===== src/verilog/fspr_pkg.sv =====
// Package with register map, fields, reset values and command codes.
package fspr_pkg;

	// ----------------------------------------
	// Register addresses
	// ----------------------------------------
	localparam logic [7:0] ADDR_FLASH_CONFIG = 8'hb1;
	localparam logic [7:0] ADDR_FLASH_COMMAND = 8'hb2;
	localparam logic [7:0] ADDR_FLASH_ADDR_LOW = 8'hb3;
	localparam logic [7:0] ADDR_FLASH_ADDR_HIGH = 8'hb4;
	localparam logic [7:0] ADDR_FLASH_DATA_MAILBOX = 8'hb5;
	localparam logic [7:0] ADDR_FLASH_STATUS = 8'hb6;

	// ----------------------------------------
	// Field positions
	// ----------------------------------------
	localparam int CFG_SHOW_BIT = 7;
	localparam int CFG_SPE_BIT = 6;
	localparam int CMD_IRQ_BIT = 7;
	localparam int ST_BUSY_BIT = 3;
	localparam int ST_FBUSY_BIT = 2;

	// ----------------------------------------
	// Reset values
	// ----------------------------------------
	localparam logic [7:0] RST_BYTE = 8'h00;

	// ----------------------------------------
	// Command codes of the op code field
	// ----------------------------------------
	localparam logic [6:0] OP_CHIP_ERASE = 7'h01;
	localparam logic [6:0] OP_BURST_PROG = 7'h06;
	localparam logic [6:0] OP_SECTOR_ERASE = 7'h0b;
	localparam logic [6:0] OP_BYTE_VERIFY = 7'h0c;
	localparam logic [6:0] OP_BLOCK_ERASE = 7'h0d;
	localparam logic [6:0] OP_BYTE_PROG = 7'h0e;

	// ----------------------------------------
	// Remap window
	// ----------------------------------------
	localparam logic [15:0] REMAP_BASE = 16'hf000;
	localparam logic [3:0] UPPER_NIBBLE = 4'hf;

	// Decoded operation sent to the flash array
	typedef enum logic [2:0] {
		FSPR_OP_NONE = 3'h0,
		FSPR_OP_CHIP = 3'h1,
		FSPR_OP_SECTOR = 3'h2,
		FSPR_OP_BLOCK = 3'h3,
		FSPR_OP_BURST = 3'h4,
		FSPR_OP_VERIFY = 3'h5,
		FSPR_OP_PROG = 3'h6
	} fspr_op_t;

	// Request towards the flash array
	typedef struct packed {
		fspr_op_t op;
		logic [15:0] addr;
		logic [7:0] data;
	} fspr_req_t;

endpackage


===== src/verilog/fspr_remap.sv =====
// Program fetch address remapping and secondary block visibility.
`timescale 1ns/1ps
module fspr_remap (
	// Settings
	input wire logic [1:0] remap_sel,
	input wire logic upper_show,
	// Fetch address
	input wire logic [15:0] fetch_addr,
	output logic [15:0] mapped_addr,
	output logic upper_hit
);
	// Size of remapped span in address bits below F000h
	logic [15:0] span_mask;
	logic in_span;

	// Span: 00 off, 01 1 KB, 10 2 KB, 11 4 KB
	assign span_mask = (remap_sel == 2'h1) ? 16'h03ff :
		(remap_sel == 2'h2) ? 16'h07ff : 16'h0fff;
	assign in_span = (remap_sel != 2'h0) &&
		((fetch_addr & ~span_mask) == 16'h0000);
	assign mapped_addr = in_span ?
		(fspr_pkg::REMAP_BASE | fetch_addr) : fetch_addr;
	// Secondary block responds only when shown
	assign upper_hit = upper_show &&
		(mapped_addr[15:12] == fspr_pkg::UPPER_NIBBLE);
endmodule


===== src/verilog/fspr_regs.sv =====
// Self-programming register front end of the embedded flash.
//
// Behaviour
// Status read-only: lock bits high, bits 4 and 1-0 zero
// Bit 3 busy until next burst byte
// Bit 2 busy until command fully done
// Config bit 7 shows upper block
// Config bit 6 gates flash commands
// Remap bits loaded from nonvolatile at reset
// Remap select redirects low 1/2/4 KB
// Command bit 7 steers interrupt 1
// Decode chip, sector, block erase
// Decode burst, verify, byte program
// Reserved codes start no operation
// Verify one cycle, never interrupts
// Data mailbox: write byte, verify result
// Low address mailbox gives bits 7-0
// High address mailbox gives bits 15-8
// Software loads mailboxes, waits before next
// Command sets busy; done clears, interrupts
`timescale 1ns/1ps
module fspr_regs (
	// Clock and reset
	input wire logic clk_sys,
	input wire logic reset_n,
	// Special function register port
	input wire logic [7:0] sfr_addr,
	input wire logic sfr_wr,
	input wire logic sfr_rd,
	input wire logic [7:0] sfr_wdata,
	output logic [7:0] sfr_rdata,
	// Nonvolatile settings
	input wire logic [1:0] nv_remap_bits,
	input wire logic [2:0] security_lock_bits,
	// Flash array side
	output fspr_pkg::fspr_req_t flash_req,
	output logic flash_req_valid,
	input wire logic flash_byte_ready,
	input wire logic flash_done,
	input wire logic [7:0] flash_rdata,
	// Program fetch remap
	input wire logic [15:0] fetch_addr,
	output logic [15:0] mapped_addr,
	output logic upper_hit,
	// External interrupt 1
	input wire logic ext_irq1_pin,
	output logic irq1_out_n
);

	// ----------------------------------------
	// Operation state
	// ----------------------------------------
	typedef enum logic [1:0] {
		FSPR_IDLE = 2'b00,
		FSPR_RUN = 2'b01,
		FSPR_BURST = 2'b11
	} fspr_state_t;

	fspr_state_t state;
	fspr_state_t next_state;

	// Register contents
	logic [7:0] flash_config;
	logic [7:0] flash_command;
	logic [7:0] flash_addr_low;
	logic [7:0] flash_addr_high;
	logic [7:0] flash_data_mailbox;
	// One-cycle verify pending flag
	logic verify_pend;
	// Completion strobe for the interrupt line
	logic done_pulse;
	// Delayed reset for remap load
	logic reset_seen;

	// ----------------------------------------
	// Decode
	// ----------------------------------------
	logic wr_cfg;
	logic wr_cmd;
	logic wr_al;
	logic wr_ah;
	logic wr_dt;
	logic [6:0] op_code_field;
	fspr_pkg::fspr_op_t dec_op;
	logic start_op;
	logic start_verify;
	logic burst_byte;
	logic busy_bit;
	logic fbusy_bit;
	logic self_program_enable;
	logic completion_irq_enable;
	logic [7:0] status_val;

	assign wr_cfg = sfr_wr && (sfr_addr == fspr_pkg::ADDR_FLASH_CONFIG);
	assign wr_cmd = sfr_wr && (sfr_addr == fspr_pkg::ADDR_FLASH_COMMAND);
	assign wr_al = sfr_wr && (sfr_addr == fspr_pkg::ADDR_FLASH_ADDR_LOW);
	assign wr_ah = sfr_wr && (sfr_addr == fspr_pkg::ADDR_FLASH_ADDR_HIGH);
	assign wr_dt = sfr_wr &&
		(sfr_addr == fspr_pkg::ADDR_FLASH_DATA_MAILBOX);
	assign op_code_field = sfr_wdata[6:0];
	assign self_program_enable = flash_config[fspr_pkg::CFG_SPE_BIT];
	assign completion_irq_enable = flash_command[fspr_pkg::CMD_IRQ_BIT];

	// Command code to operation
	always_comb begin
		case (op_code_field)
			fspr_pkg::OP_CHIP_ERASE: dec_op = fspr_pkg::FSPR_OP_CHIP;
			fspr_pkg::OP_SECTOR_ERASE: dec_op = fspr_pkg::FSPR_OP_SECTOR;
			fspr_pkg::OP_BLOCK_ERASE: dec_op = fspr_pkg::FSPR_OP_BLOCK;
			fspr_pkg::OP_BURST_PROG: dec_op = fspr_pkg::FSPR_OP_BURST;
			fspr_pkg::OP_BYTE_VERIFY: dec_op = fspr_pkg::FSPR_OP_VERIFY;
			fspr_pkg::OP_BYTE_PROG: dec_op = fspr_pkg::FSPR_OP_PROG;
			// Reserved codes
			default: dec_op = fspr_pkg::FSPR_OP_NONE;
		endcase
	end

	// Accept only when enabled, defined, and controller ready
	// A burst waiting for its next byte is not a free controller
	assign start_op = wr_cmd && self_program_enable &&
		(dec_op != fspr_pkg::FSPR_OP_NONE) && !fbusy_bit;
	assign start_verify = start_op &&
		(dec_op == fspr_pkg::FSPR_OP_VERIFY);
	// Data mailbox write that hands the next burst byte to the array
	assign burst_byte = wr_dt && (state == FSPR_BURST) &&
		flash_byte_ready;

	// Busy flags from state
	assign busy_bit = (state == FSPR_RUN) ||
		((state == FSPR_BURST) && !flash_byte_ready) || verify_pend;
	assign fbusy_bit = (state != FSPR_IDLE) || verify_pend;

	// ----------------------------------------
	// Read mux
	// ----------------------------------------
	assign status_val = {security_lock_bits, 1'b0, busy_bit, fbusy_bit,
		2'b00};

	always_comb begin
		sfr_rdata = fspr_pkg::RST_BYTE;
		if (sfr_rd) begin
			case (sfr_addr)
				fspr_pkg::ADDR_FLASH_CONFIG: sfr_rdata = flash_config;
				fspr_pkg::ADDR_FLASH_COMMAND: sfr_rdata = flash_command;
				fspr_pkg::ADDR_FLASH_ADDR_LOW: sfr_rdata = flash_addr_low;
				fspr_pkg::ADDR_FLASH_ADDR_HIGH: sfr_rdata = flash_addr_high;
				fspr_pkg::ADDR_FLASH_DATA_MAILBOX: begin
					sfr_rdata = flash_data_mailbox;
				end
				fspr_pkg::ADDR_FLASH_STATUS: sfr_rdata = status_val;
				// Other addresses read zero
				default: sfr_rdata = fspr_pkg::RST_BYTE;
			endcase
		end
	end

	// ----------------------------------------
	// State machine
	// ----------------------------------------
	always_comb begin
		next_state = state;
		case (state)
			FSPR_IDLE: begin
				// Verify does not occupy the sequencer
				if (start_op && !start_verify) begin
					next_state = (dec_op == fspr_pkg::FSPR_OP_BURST) ?
						FSPR_BURST : FSPR_RUN;
				end
			end
			FSPR_RUN: begin
				if (flash_done) begin
					next_state = FSPR_IDLE;
				end
			end
			FSPR_BURST: begin
				// Burst ends when the array reports the sequence done
				if (flash_done) begin
					next_state = FSPR_IDLE;
				end
			end
			default: next_state = FSPR_IDLE;
		endcase
	end

	// State register
	always_ff @(posedge clk_sys) begin
		if (!reset_n) begin
			state <= FSPR_IDLE;
		end else begin
			state <= next_state;
		end
	end

	// Completion strobe, verify excluded
	always_ff @(posedge clk_sys) begin
		if (!reset_n) begin
			done_pulse <= 1'b0;
		end else begin
			done_pulse <= (state != FSPR_IDLE) && flash_done;
		end
	end

	// Verify takes one cycle
	always_ff @(posedge clk_sys) begin
		if (!reset_n) begin
			verify_pend <= 1'b0;
		end else begin
			verify_pend <= start_verify;
		end
	end

	// ----------------------------------------
	// Request to flash array
	// ----------------------------------------
	always_ff @(posedge clk_sys) begin
		if (!reset_n) begin
			flash_req <= '0;
			flash_req_valid <= 1'b0;
		end else begin
			flash_req_valid <= start_op || burst_byte;
			if (start_op) begin
				flash_req.op <= dec_op;
				flash_req.addr <= {flash_addr_high, flash_addr_low};
				flash_req.data <= flash_data_mailbox;
			end else if (burst_byte) begin
				// Next burst byte at current address
				flash_req.addr <= {flash_addr_high, flash_addr_low};
				flash_req.data <= sfr_wdata;
			end
		end
	end

	// ----------------------------------------
	// Configuration register
	// ----------------------------------------
	always_ff @(posedge clk_sys) begin
		if (!reset_n) begin
			reset_seen <= 1'b0;
		end else begin
			reset_seen <= 1'b1;
		end
	end

	// Remap bits sampled in the first cycle after release
	always_ff @(posedge clk_sys) begin
		if (!reset_n) begin
			flash_config <= fspr_pkg::RST_BYTE;
		end else if (!reset_seen) begin
			flash_config[1:0] <= nv_remap_bits;
		end else if (wr_cfg) begin
			flash_config <= {sfr_wdata[7:6], 4'h0, sfr_wdata[1:0]};
		end
	end

	// Command register
	always_ff @(posedge clk_sys) begin
		if (!reset_n) begin
			flash_command <= fspr_pkg::RST_BYTE;
		end else if (wr_cmd) begin
			flash_command <= sfr_wdata;
		end
	end

	// Address and data mailboxes
	always_ff @(posedge clk_sys) begin
		if (!reset_n) begin
			flash_addr_low <= fspr_pkg::RST_BYTE;
			flash_addr_high <= fspr_pkg::RST_BYTE;
			flash_data_mailbox <= fspr_pkg::RST_BYTE;
		end else begin
			if (wr_al) begin
				flash_addr_low <= sfr_wdata;
			end
			if (wr_ah) begin
				flash_addr_high <= sfr_wdata;
			end
			if (verify_pend) begin
				flash_data_mailbox <= flash_rdata;
			end else if (wr_dt) begin
				flash_data_mailbox <= sfr_wdata;
			end
		end
	end

	// ----------------------------------------
	// Interrupt 1 steering
	// ----------------------------------------
	assign irq1_out_n = completion_irq_enable ?
		!done_pulse : ext_irq1_pin;

	// ----------------------------------------
	// Remap and visibility
	// ----------------------------------------
	fspr_remap u_remap (
		.remap_sel(flash_config[1:0]),
		.upper_show(flash_config[fspr_pkg::CFG_SHOW_BIT]),
		.fetch_addr(fetch_addr),
		.mapped_addr(mapped_addr),
		.upper_hit(upper_hit)
	);

endmodule


===== config.mk =====
export PLATFORM = sky130hd
export DESIGN_NAME = fspr_regs
export DESIGN_NICKNAME = d
export VERILOG_FILES = /design/src/verilog/fspr_pkg.sv /design/src/verilog/fspr_remap.sv /design/src/verilog/fspr_regs.sv
export SDC_FILE = /design/constraint.sdc
export NUM_CORES = 1
export LEC_CHECK = 0
export BUFFER_PORTS_ARGS = -buffer_cell sky130_fd_sc_hd__buf_4
export CAP_MARGIN = 20
export CORE_UTILIZATION = 41
export DETAILED_ROUTE_END_ITERATION = 10
export HOLD_SLACK_MARGIN = 0.08
export PLACE_DENSITY_LB_ADDON = 0.12
export RECOVER_POWER = 50
export SYNTH_ARGS = -nofsm -noshare
export SYNTH_HDL_FRONTEND = slang
export SYNTH_SLANG_ARGS = --single-unit

===== constraint.sdc =====
create_clock -name clk_sys -period 2.1 [get_ports clk_sys]
set_input_delay 0.21 -clock clk_sys [delete_from_list [all_inputs] [get_ports clk_sys]]
set_output_delay 0.21 -clock clk_sys [all_outputs]
set_load 0.005 [all_outputs]

==> results of run 1 <==
-- how the worst min path moves through the flow --
stage                  startpoint        endpoint  slack (ps)  depth (start not counted)
detailed placement  fetch_addr[4]  mapped_addr[4]         420                          0
CTS                    flash_done      done_pulse         100                          2
floorplan                 reset_n      reset_seen         240                          0
finish                 flash_done      done_pulse         120                          2
global placement    fetch_addr[4]  mapped_addr[4]         420                          0
global route           flash_done      done_pulse         110                          2
-- metal layers --
metal / global-route usage (%) / part of all wire, %
met5: 0 / 0
met3: 5.104 / 6.4
met2: 36.79 / 47
met1: 28.28 / 46
met4: 6.343 / 1.1
-- cell usage after synthesis (2+ instances only) --
cell	number
or4b_1	3
nor2b_1	21
nand3_1	13
clkbuf_1	20
o22ai_1	3
nand2b_1	10
a21boi_0	2
or3_1	5
nand4_1	3
buf_6	4
o21ai_0	14
and2_1	2
buf_1	4
inv_1	6
or4_1	2
buf_4	12
buf_2	2
dfxtp_1	69
a22oi_1	6
nor3b_1	3
ha_1	2
nor2_1	14
mux2i_1	54
nand3b_4	2
o31ai_1	3
nor3_1	8
nand2_1	61
mux2_2	4
a31oi_1	9
o21ai_1	18
a21oi_1	16
o21a_1	2
o2bb2ai_1	2
xor2_1	2
-- state kept, by name (all words and copies together) (netlist names) --
name and flops:
flash_addr_low 8, flash_addr_high 8, flash_req 27, flash_command 8
reset_seen 1, flash_req_valid 1, state 2, done_pulse 1
flash_config 4, verify_pend 1, flash_data_mailbox 8
-- cell families (layout without fill, tap and decap cells) --
logic type | Yosys count | after routing
fa+ha+maj | 2 | 2
compound gates | 82 | 82
buf+inv | 48 | 122
flops | 69 | 69
xor+xnor | 2 | 2
simple gates | 156 | 156
mux | 58 | 58
-- stage by stage --
stage	hold WS (ps)	cells
after floorplan	237.7	417
after global placement	420.0	578
after detailed placement	420.0	578
after CTS	96.21	595
after global routing	111.1	596
final	115.3	596
-- power groups by stage --
stage	sequential, W	combinational (W)	clock [W]
floorplan	0.00135	0.000135	0
global placement	0.00135	0.000236	0
detailed placement	0.00135	0.000238	0
CTS	0.00132	0.000240	0.00116
global route	0.00132	0.000263	0.00121
finish	0.00132	0.000240	0.00113
-- cell usage in the layout, fill, tap and decap left out, drive strengths merged, types with 2 or more instances in the layout --
cell type / instances
or4: 2
or4b: 4
nor3b: 4
a22oi: 6
o22ai: 3
nand3b: 2
nor2b: 21
xor2: 2
nor3: 10
o21ai: 32
a21oi: 16
and2: 3
nand3: 13
o2bb2ai: 2
nand2b: 10
mux2: 4
a31oi: 9
dfxtp: 69
nand2: 61
clkbuf: 48
a21boi: 3
o21a: 2
buf: 65
o31ai: 3
mux2i: 54
ha: 2
or3: 5
inv: 6
nand4: 3
nor2: 14
-- timing repair --
action                                  CTS  global route
gates cloned                              0             0
pin swaps                                 3             2
resized for setup                         6             4
setup buffers                             1             1
endpoints found under the setup margin    1             7
hold buffers                              0             0
-- cell type report --
| class | instances | area [um2] | area share [%] |
|---|---|---|---|
| tap | 105 | 131.4 | 2.943 |
| clock buffer | 13 | 168.9 | 3.784 |
| sequential | 69 | 1388 | 31.08 |
| inverter | 6 | 22.52 | 0.5045 |
| timing repair buffer | 100 | 733.2 | 16.42 |
| multi-input combinational | 300 | 1978 | 44.31 |
| clock inverter | 3 | 42.54 | 0.9529 |
==> reports/metrics.cfg, run 1 <==
[clocking]
clkSinkCount = 69
cts_max_path_buffers = 2
cts-root-buf = clkbuf_8
clock_latency_ps = 340
cts_tree = done
cts-htree-levels = 3
cts_buffers = 9
clk_pin_slew_worst_paths_ps = 70

[detailed_routing]
wl_mm = 9.397
drtAntennaViolNets = 0
drt_iter0_drc = 129
wl_per_cell_um = 15.77
vias_per_cell = 5.295
vias = 3156
drtPass1Iterations = 4
drc = 0

[power_and_ir_drop]
p_seq_share_pct = 49.0
p_int_w = 0.002066
p_clk_share_pct = 42.0
leakage_nw = 1.933
swShare_pct = 23.01
p_per_area_mw_per_mm2 = 601.2
peakVddDrop_uv = 331.9
finalPower_w = 0.002684
power.switching_w = 0.0006176
p_comb_share_pct = 8.9

[finish]
stdcell_area_mm2 = 0.004464
fill_cells = 806
antenna_cells = 0
drive_gt1_share_pct = 26.07
areaGrowthSynthToFinish_pct = 24.06
final_nets = 540
fin_util_pct = 53.53

[worst_setup_path]
r2r_setup_slack_ps = 100
slowest_stage = or4b_4
crit_chain = or4b_4 -> o21ai_2 -> o22ai_1 -> a31oi_1 -> nor2_1 -> buf_4
worst_setup_path_start_kind = flip-flop
path_delay_family = simple AND/OR/NAND/NOR gates
r2r_start = state[0]
critPathBufInv = 1
worst_r2r_path_depth = 7
end_kind = primary output
worstPathRequired_ps = 1890
cp-startpoint = state[1]
arrival_ps = 1810
cp_max_fo = 7
cp-endpoint = sfr_rdata[2]
regToRegEndpoint = flash_req[7]
max_stage_delay_ps = 520
path_depth = 6
critPathKind = reg -> out

[synth]
synth.area.top_cells = dfxtp_1 (38%), mux2i_1 (15%), nand2_1 (6.4%)
synthArstFlopShare_pct = 0
synth_top_family_by_area = simple AND/OR/NAND/NOR gates
synthAdderAreaFrac_pct = 0.6954
yosysTopAreaCellShare_pct = 38.39
synth_xor_area_share_pct = 0.4868
syn-cell-area_mm2 = 0.003598
synth_compound_area_share_pct = 13.70
synth.area.mux_share_pct = 16.27
ys.warnings.count = 0
avgSynthCellArea_um2 = 8.629
syn-num-nets = 471
ys_ff_latch = 69
synth_cell_types = 50
synthFlopType = dfxtp_1
yosysTopAreaCell = dfxtp_1
synth_edf_count = 0
yosysSeqAreaShare_pct = 38.39
synthCells = 417
synth-simple-area-share_pct = 23.30

[run]
drv_cap = 0

[floorplan]
num_io_pins = 106
die_area_mm2 = 0.009156
die_y_um = 95.69
coreArea_mm2 = 0.008341
die_w_um = 95.69
row_count = 33
start_util_pct = 43.14

[global_route]
grt_util_all_layers_pct = 22.05
grt_antenna_before_repair = 0
grt_pass1_wl_mm = 15.03
grt_max_degree = 85
globalRouteOverflowTotal = 0
grt_pass1_vias = 2989

[sta]
clock_skew_ps = 8.044
finalCriticalPeriod_ps = 2015
grt_setup_unrepaired = true
tightestPinTransition_ps = 1482
fin_setup_tns_ps = 0
slew_viol_final = 0
period_share_pct = 95.95
setup_ws_ps = 84.97
hold_viol = 0
max_freq_ghz = 0.4963
setup_violations = 0
slew_headroom_pct = 1.179

[hold_path]
hp-class = in -> reg

[status]
status = finished clean

[placed_design]
gp_congestion = 0.8375
port_buffers = 85
place_area_mm2 = 0.004230
dp_slack_ps = 21.02
hpwl_mm = 6.830

Note: power is estimated with default switching activity, not from simulation.
==> run 2, diff against run 1 <==
--- a/config.mk
+++ b/config.mk
@@ -6,7 +6,7 @@
 export NUM_CORES = 1
 export LEC_CHECK = 0
 export BUFFER_PORTS_ARGS = -buffer_cell sky130_fd_sc_hd__buf_4
-export CAP_MARGIN = 20
+export CAP_MARGIN = 10
 export CORE_UTILIZATION = 41
 export DETAILED_ROUTE_END_ITERATION = 10
 export HOLD_SLACK_MARGIN = 0.08
==> constraint.sdc (replaced) <==
create_clock -name clk_sys -period 1.7 [get_ports clk_sys]
set_input_delay 0.17 -clock clk_sys [delete_from_list [all_inputs] [get_ports clk_sys]]
set_output_delay 0.17 -clock clk_sys [all_outputs]
set_load 0.005 [all_outputs]
==> run 2 against run 1 <==
  * The flow now finishes with violations (capacitance limit, slew limit, setup timing)
  * Cell count increased by 5.5%
  * Combinational power up 55%
  * Clock-buffer cell count fell by 3
  * First-iteration DRC count increased by 19%
  * Critical path depth stayed put
  * Sequential cell count did not move
  * Design area grew 11%
  * Register-to-register slack got worse by 290 ps
  * Sequential share of layout area decreased by 3.2 points
  * Non-clock buffer count rose by 31
  * Critical path type unchanged
  * Critical endpoint unchanged
  * Largest cell class unchanged
  * Largest power group is now the clock network
==> reports/metrics.cfg, run 2 (synthesis results as in run 1) <==
[detailed_routing]
drc = 0  ; unchanged
wl_per_cell_um = 16.86  ; +6.9%
vias = 3381  ; +7.1%
drt_iter0_drc = 154  ; +19%
wl_mm = 10.60  ; +13%
vias_per_cell = 5.375  ; +1.5%
drtAntennaViolNets = 0  ; unchanged
drtPass1Iterations = 4  ; unchanged

[floorplan]
start_util_pct = 43.14  ; unchanged
die_area_mm2 = 0.009156  ; unchanged
num_io_pins = 106  ; unchanged
coreArea_mm2 = 0.008341  ; unchanged
row_count = 33  ; unchanged
die_y_um = 95.69  ; unchanged
die_w_um = 95.69  ; unchanged

[placed_design]
hpwl_mm = 7.239  ; +6.0%
place_inst = 600  ; +3.8%
place_area_mm2 = 0.004424  ; +4.6%
dp_slack_ps = -247.4  ; -268.4 ps
port_buffers = 85  ; unchanged
gp_congestion = 0.8415  ; +0.48%

[global_route]
grt_max_degree = 57  ; -33%
grt_antenna_before_repair = 0  ; unchanged
grt_pass1_wl_mm = 16.66  ; +11%
grt_pass1_vias = 3309  ; +11%
globalRouteOverflowTotal = 0  ; unchanged
grt_util_all_layers_pct = 24.71  ; +2.7 points

[worst_setup_path]
critPathKind = reg -> out
critPathBufInv = 1  ; unchanged
worstPathRequired_ps = 1530  ; -360 ps
slowest_stage = or4b_4
cp_max_fo = 3  ; -4
end_kind = primary output
max_stage_delay_ps = 540  ; +20 ps
crit_chain = or4b_4 -> o21ai_4 -> o22ai_1 -> a31oi_1 -> nor2_1 -> buf_4
path_delay_family = simple AND/OR/NAND/NOR gates
arrival_ps = 1800  ; about the same
worst_setup_path_start_kind = flip-flop

[finish]
final_common_cell = buf_4
drive_gt1_share_pct = 34.73  ; +8.7 points
stdcell_area_mm2 = 0.004971  ; +11%
layout_common_cells = buf_4 (91), dfxtp_1 (65), nand2_1 (61)
seqCellArea_mm2 = 0.001386  ; about the same
fin_util_pct = 59.60  ; +6.1 points
final_nets = 573  ; +6.1%
multiInputGateArea_mm2 = 0.002155  ; +8.9%
fill_cells = 776  ; -3.7%
antenna_cells = 0  ; unchanged
areaGrowthSynthToFinish_pct = 38.14
final_cells = 629  ; +5.5%
largest_reg_flops = 27  ; unchanged
regMostFlops = flash_req

[sta]
setup_ws_ps = -265.8  ; -350.7 ps
hold_viol = 0  ; unchanged
period_share_pct = 115.6
finalCriticalPeriod_ps = 1966
tightestPinTransition_ps = 1586  ; +104.1 ps
slew_viol_final = 33  ; +33
clock_skew_ps = 7.058  ; -0.9855 ps
slew_headroom_pct = -5.758  ; -6.9 points
fin_setup_tns_ps = -4059  ; -4059 ps
max_freq_ghz = 0.5087
setup_violations = 39  ; +39
grt_setup_unrepaired = true

[hold_path]
hp-class = in -> reg

[clocking]
cts_max_path_buffers = 2  ; unchanged
cts_buffers = 9  ; unchanged
cts-root-buf = clkbuf_8
clk_pin_slew_worst_paths_ps = 70  ; about the same
cts_tree = done
clkSinkCount = 69  ; unchanged
cts-htree-levels = 3  ; unchanged
clock_latency_ps = 350  ; about the same

[status]
violations = capacitance limit, slew limit, setup timing
status = complete, but fails checks

[run]
drv_cap = 1  ; +1

[power_and_ir_drop]
peakVddDrop_uv = 434.1  ; +31%
leakage_nw = 2.199  ; +14%
p_per_area_mw_per_mm2 = 732.6  ; +22%

## run 2: area by class of cell
| class | instances | share of cell area [%] |
|---|---|---|
| Tap cell | 105 | 2.643 |
| Multi-Input combinational cell | 302 | 43.34 |
| Clock inverter | 6 | 2.190 |
| Inverter | 6 | 0.4531 |
| Timing Repair Buffer | 131 | 20.71 |
| Clock buffer | 10 | 2.769 |
| Sequential cell | 69 | 27.89 |
## run 2: path summary, 6_finish.rpt
check                                    start                    end  slack, ps  cells past startpoint
worst max-delay path                  state[1]           sfr_rdata[2]       -270                      6
worst min-delay path            flash_rdata[6]  flash_data_mailbox[6]        100                      3
worst max register to register        state[0]               state[1]       -190                      5
worst min register to register   flash_req[17]          flash_req[17]        460                      2
## run 2: routing by layer
layer	vias up	wire, um	track usage (%)
li1	1667	-	-
met1	1580	4647	31.75
met3	22	657	5.582
met5	-	0	0
met2	112	5072	39.94
met4	0	226	9.826
## run 2: metrics by stage
step | total power [W] | hold slack (ps)
detailed placement | 0.001991 | 340.0
CTS | 0.003657 | 87.77
finish | 0.003642 | 97.12
floorplan | 0.001831 | 197.7
global placement | 0.001987 | 340.0
global route | 0.003775 | 110.8
## run 2: worst register-to-register path, stage by stage (launching register included)
cell	delay, ps
dfxtp_2	330
buf_4	140
or4b_4	520
buf_6	150
or4_4	530
o21ai_2	140
## run 2: power by group
| group | switching, W | leakage [nW] | internal (W) |
|---|---|---|---|
| combinational | 0.000191 | 1.51 | 0.000181 |
| clock | 0.000630 | 0.127 | 0.00101 |
| sequential | 0.00000422 | 0.558 | 0.00162 |
## run 2: what timing repair did
| item | CTS | global route |
|---|---|---|
| endpoints found under the setup margin | 43 | 44 |
| hold buffers | 4 | 0 |
| buffers inserted | 6 | 0 |
| cloned | 3 | 0 |
| pin swaps | 15 | 8 |
| hold endpoints to repair | 4 | 0 |
| resized for setup | 34 | 16 |
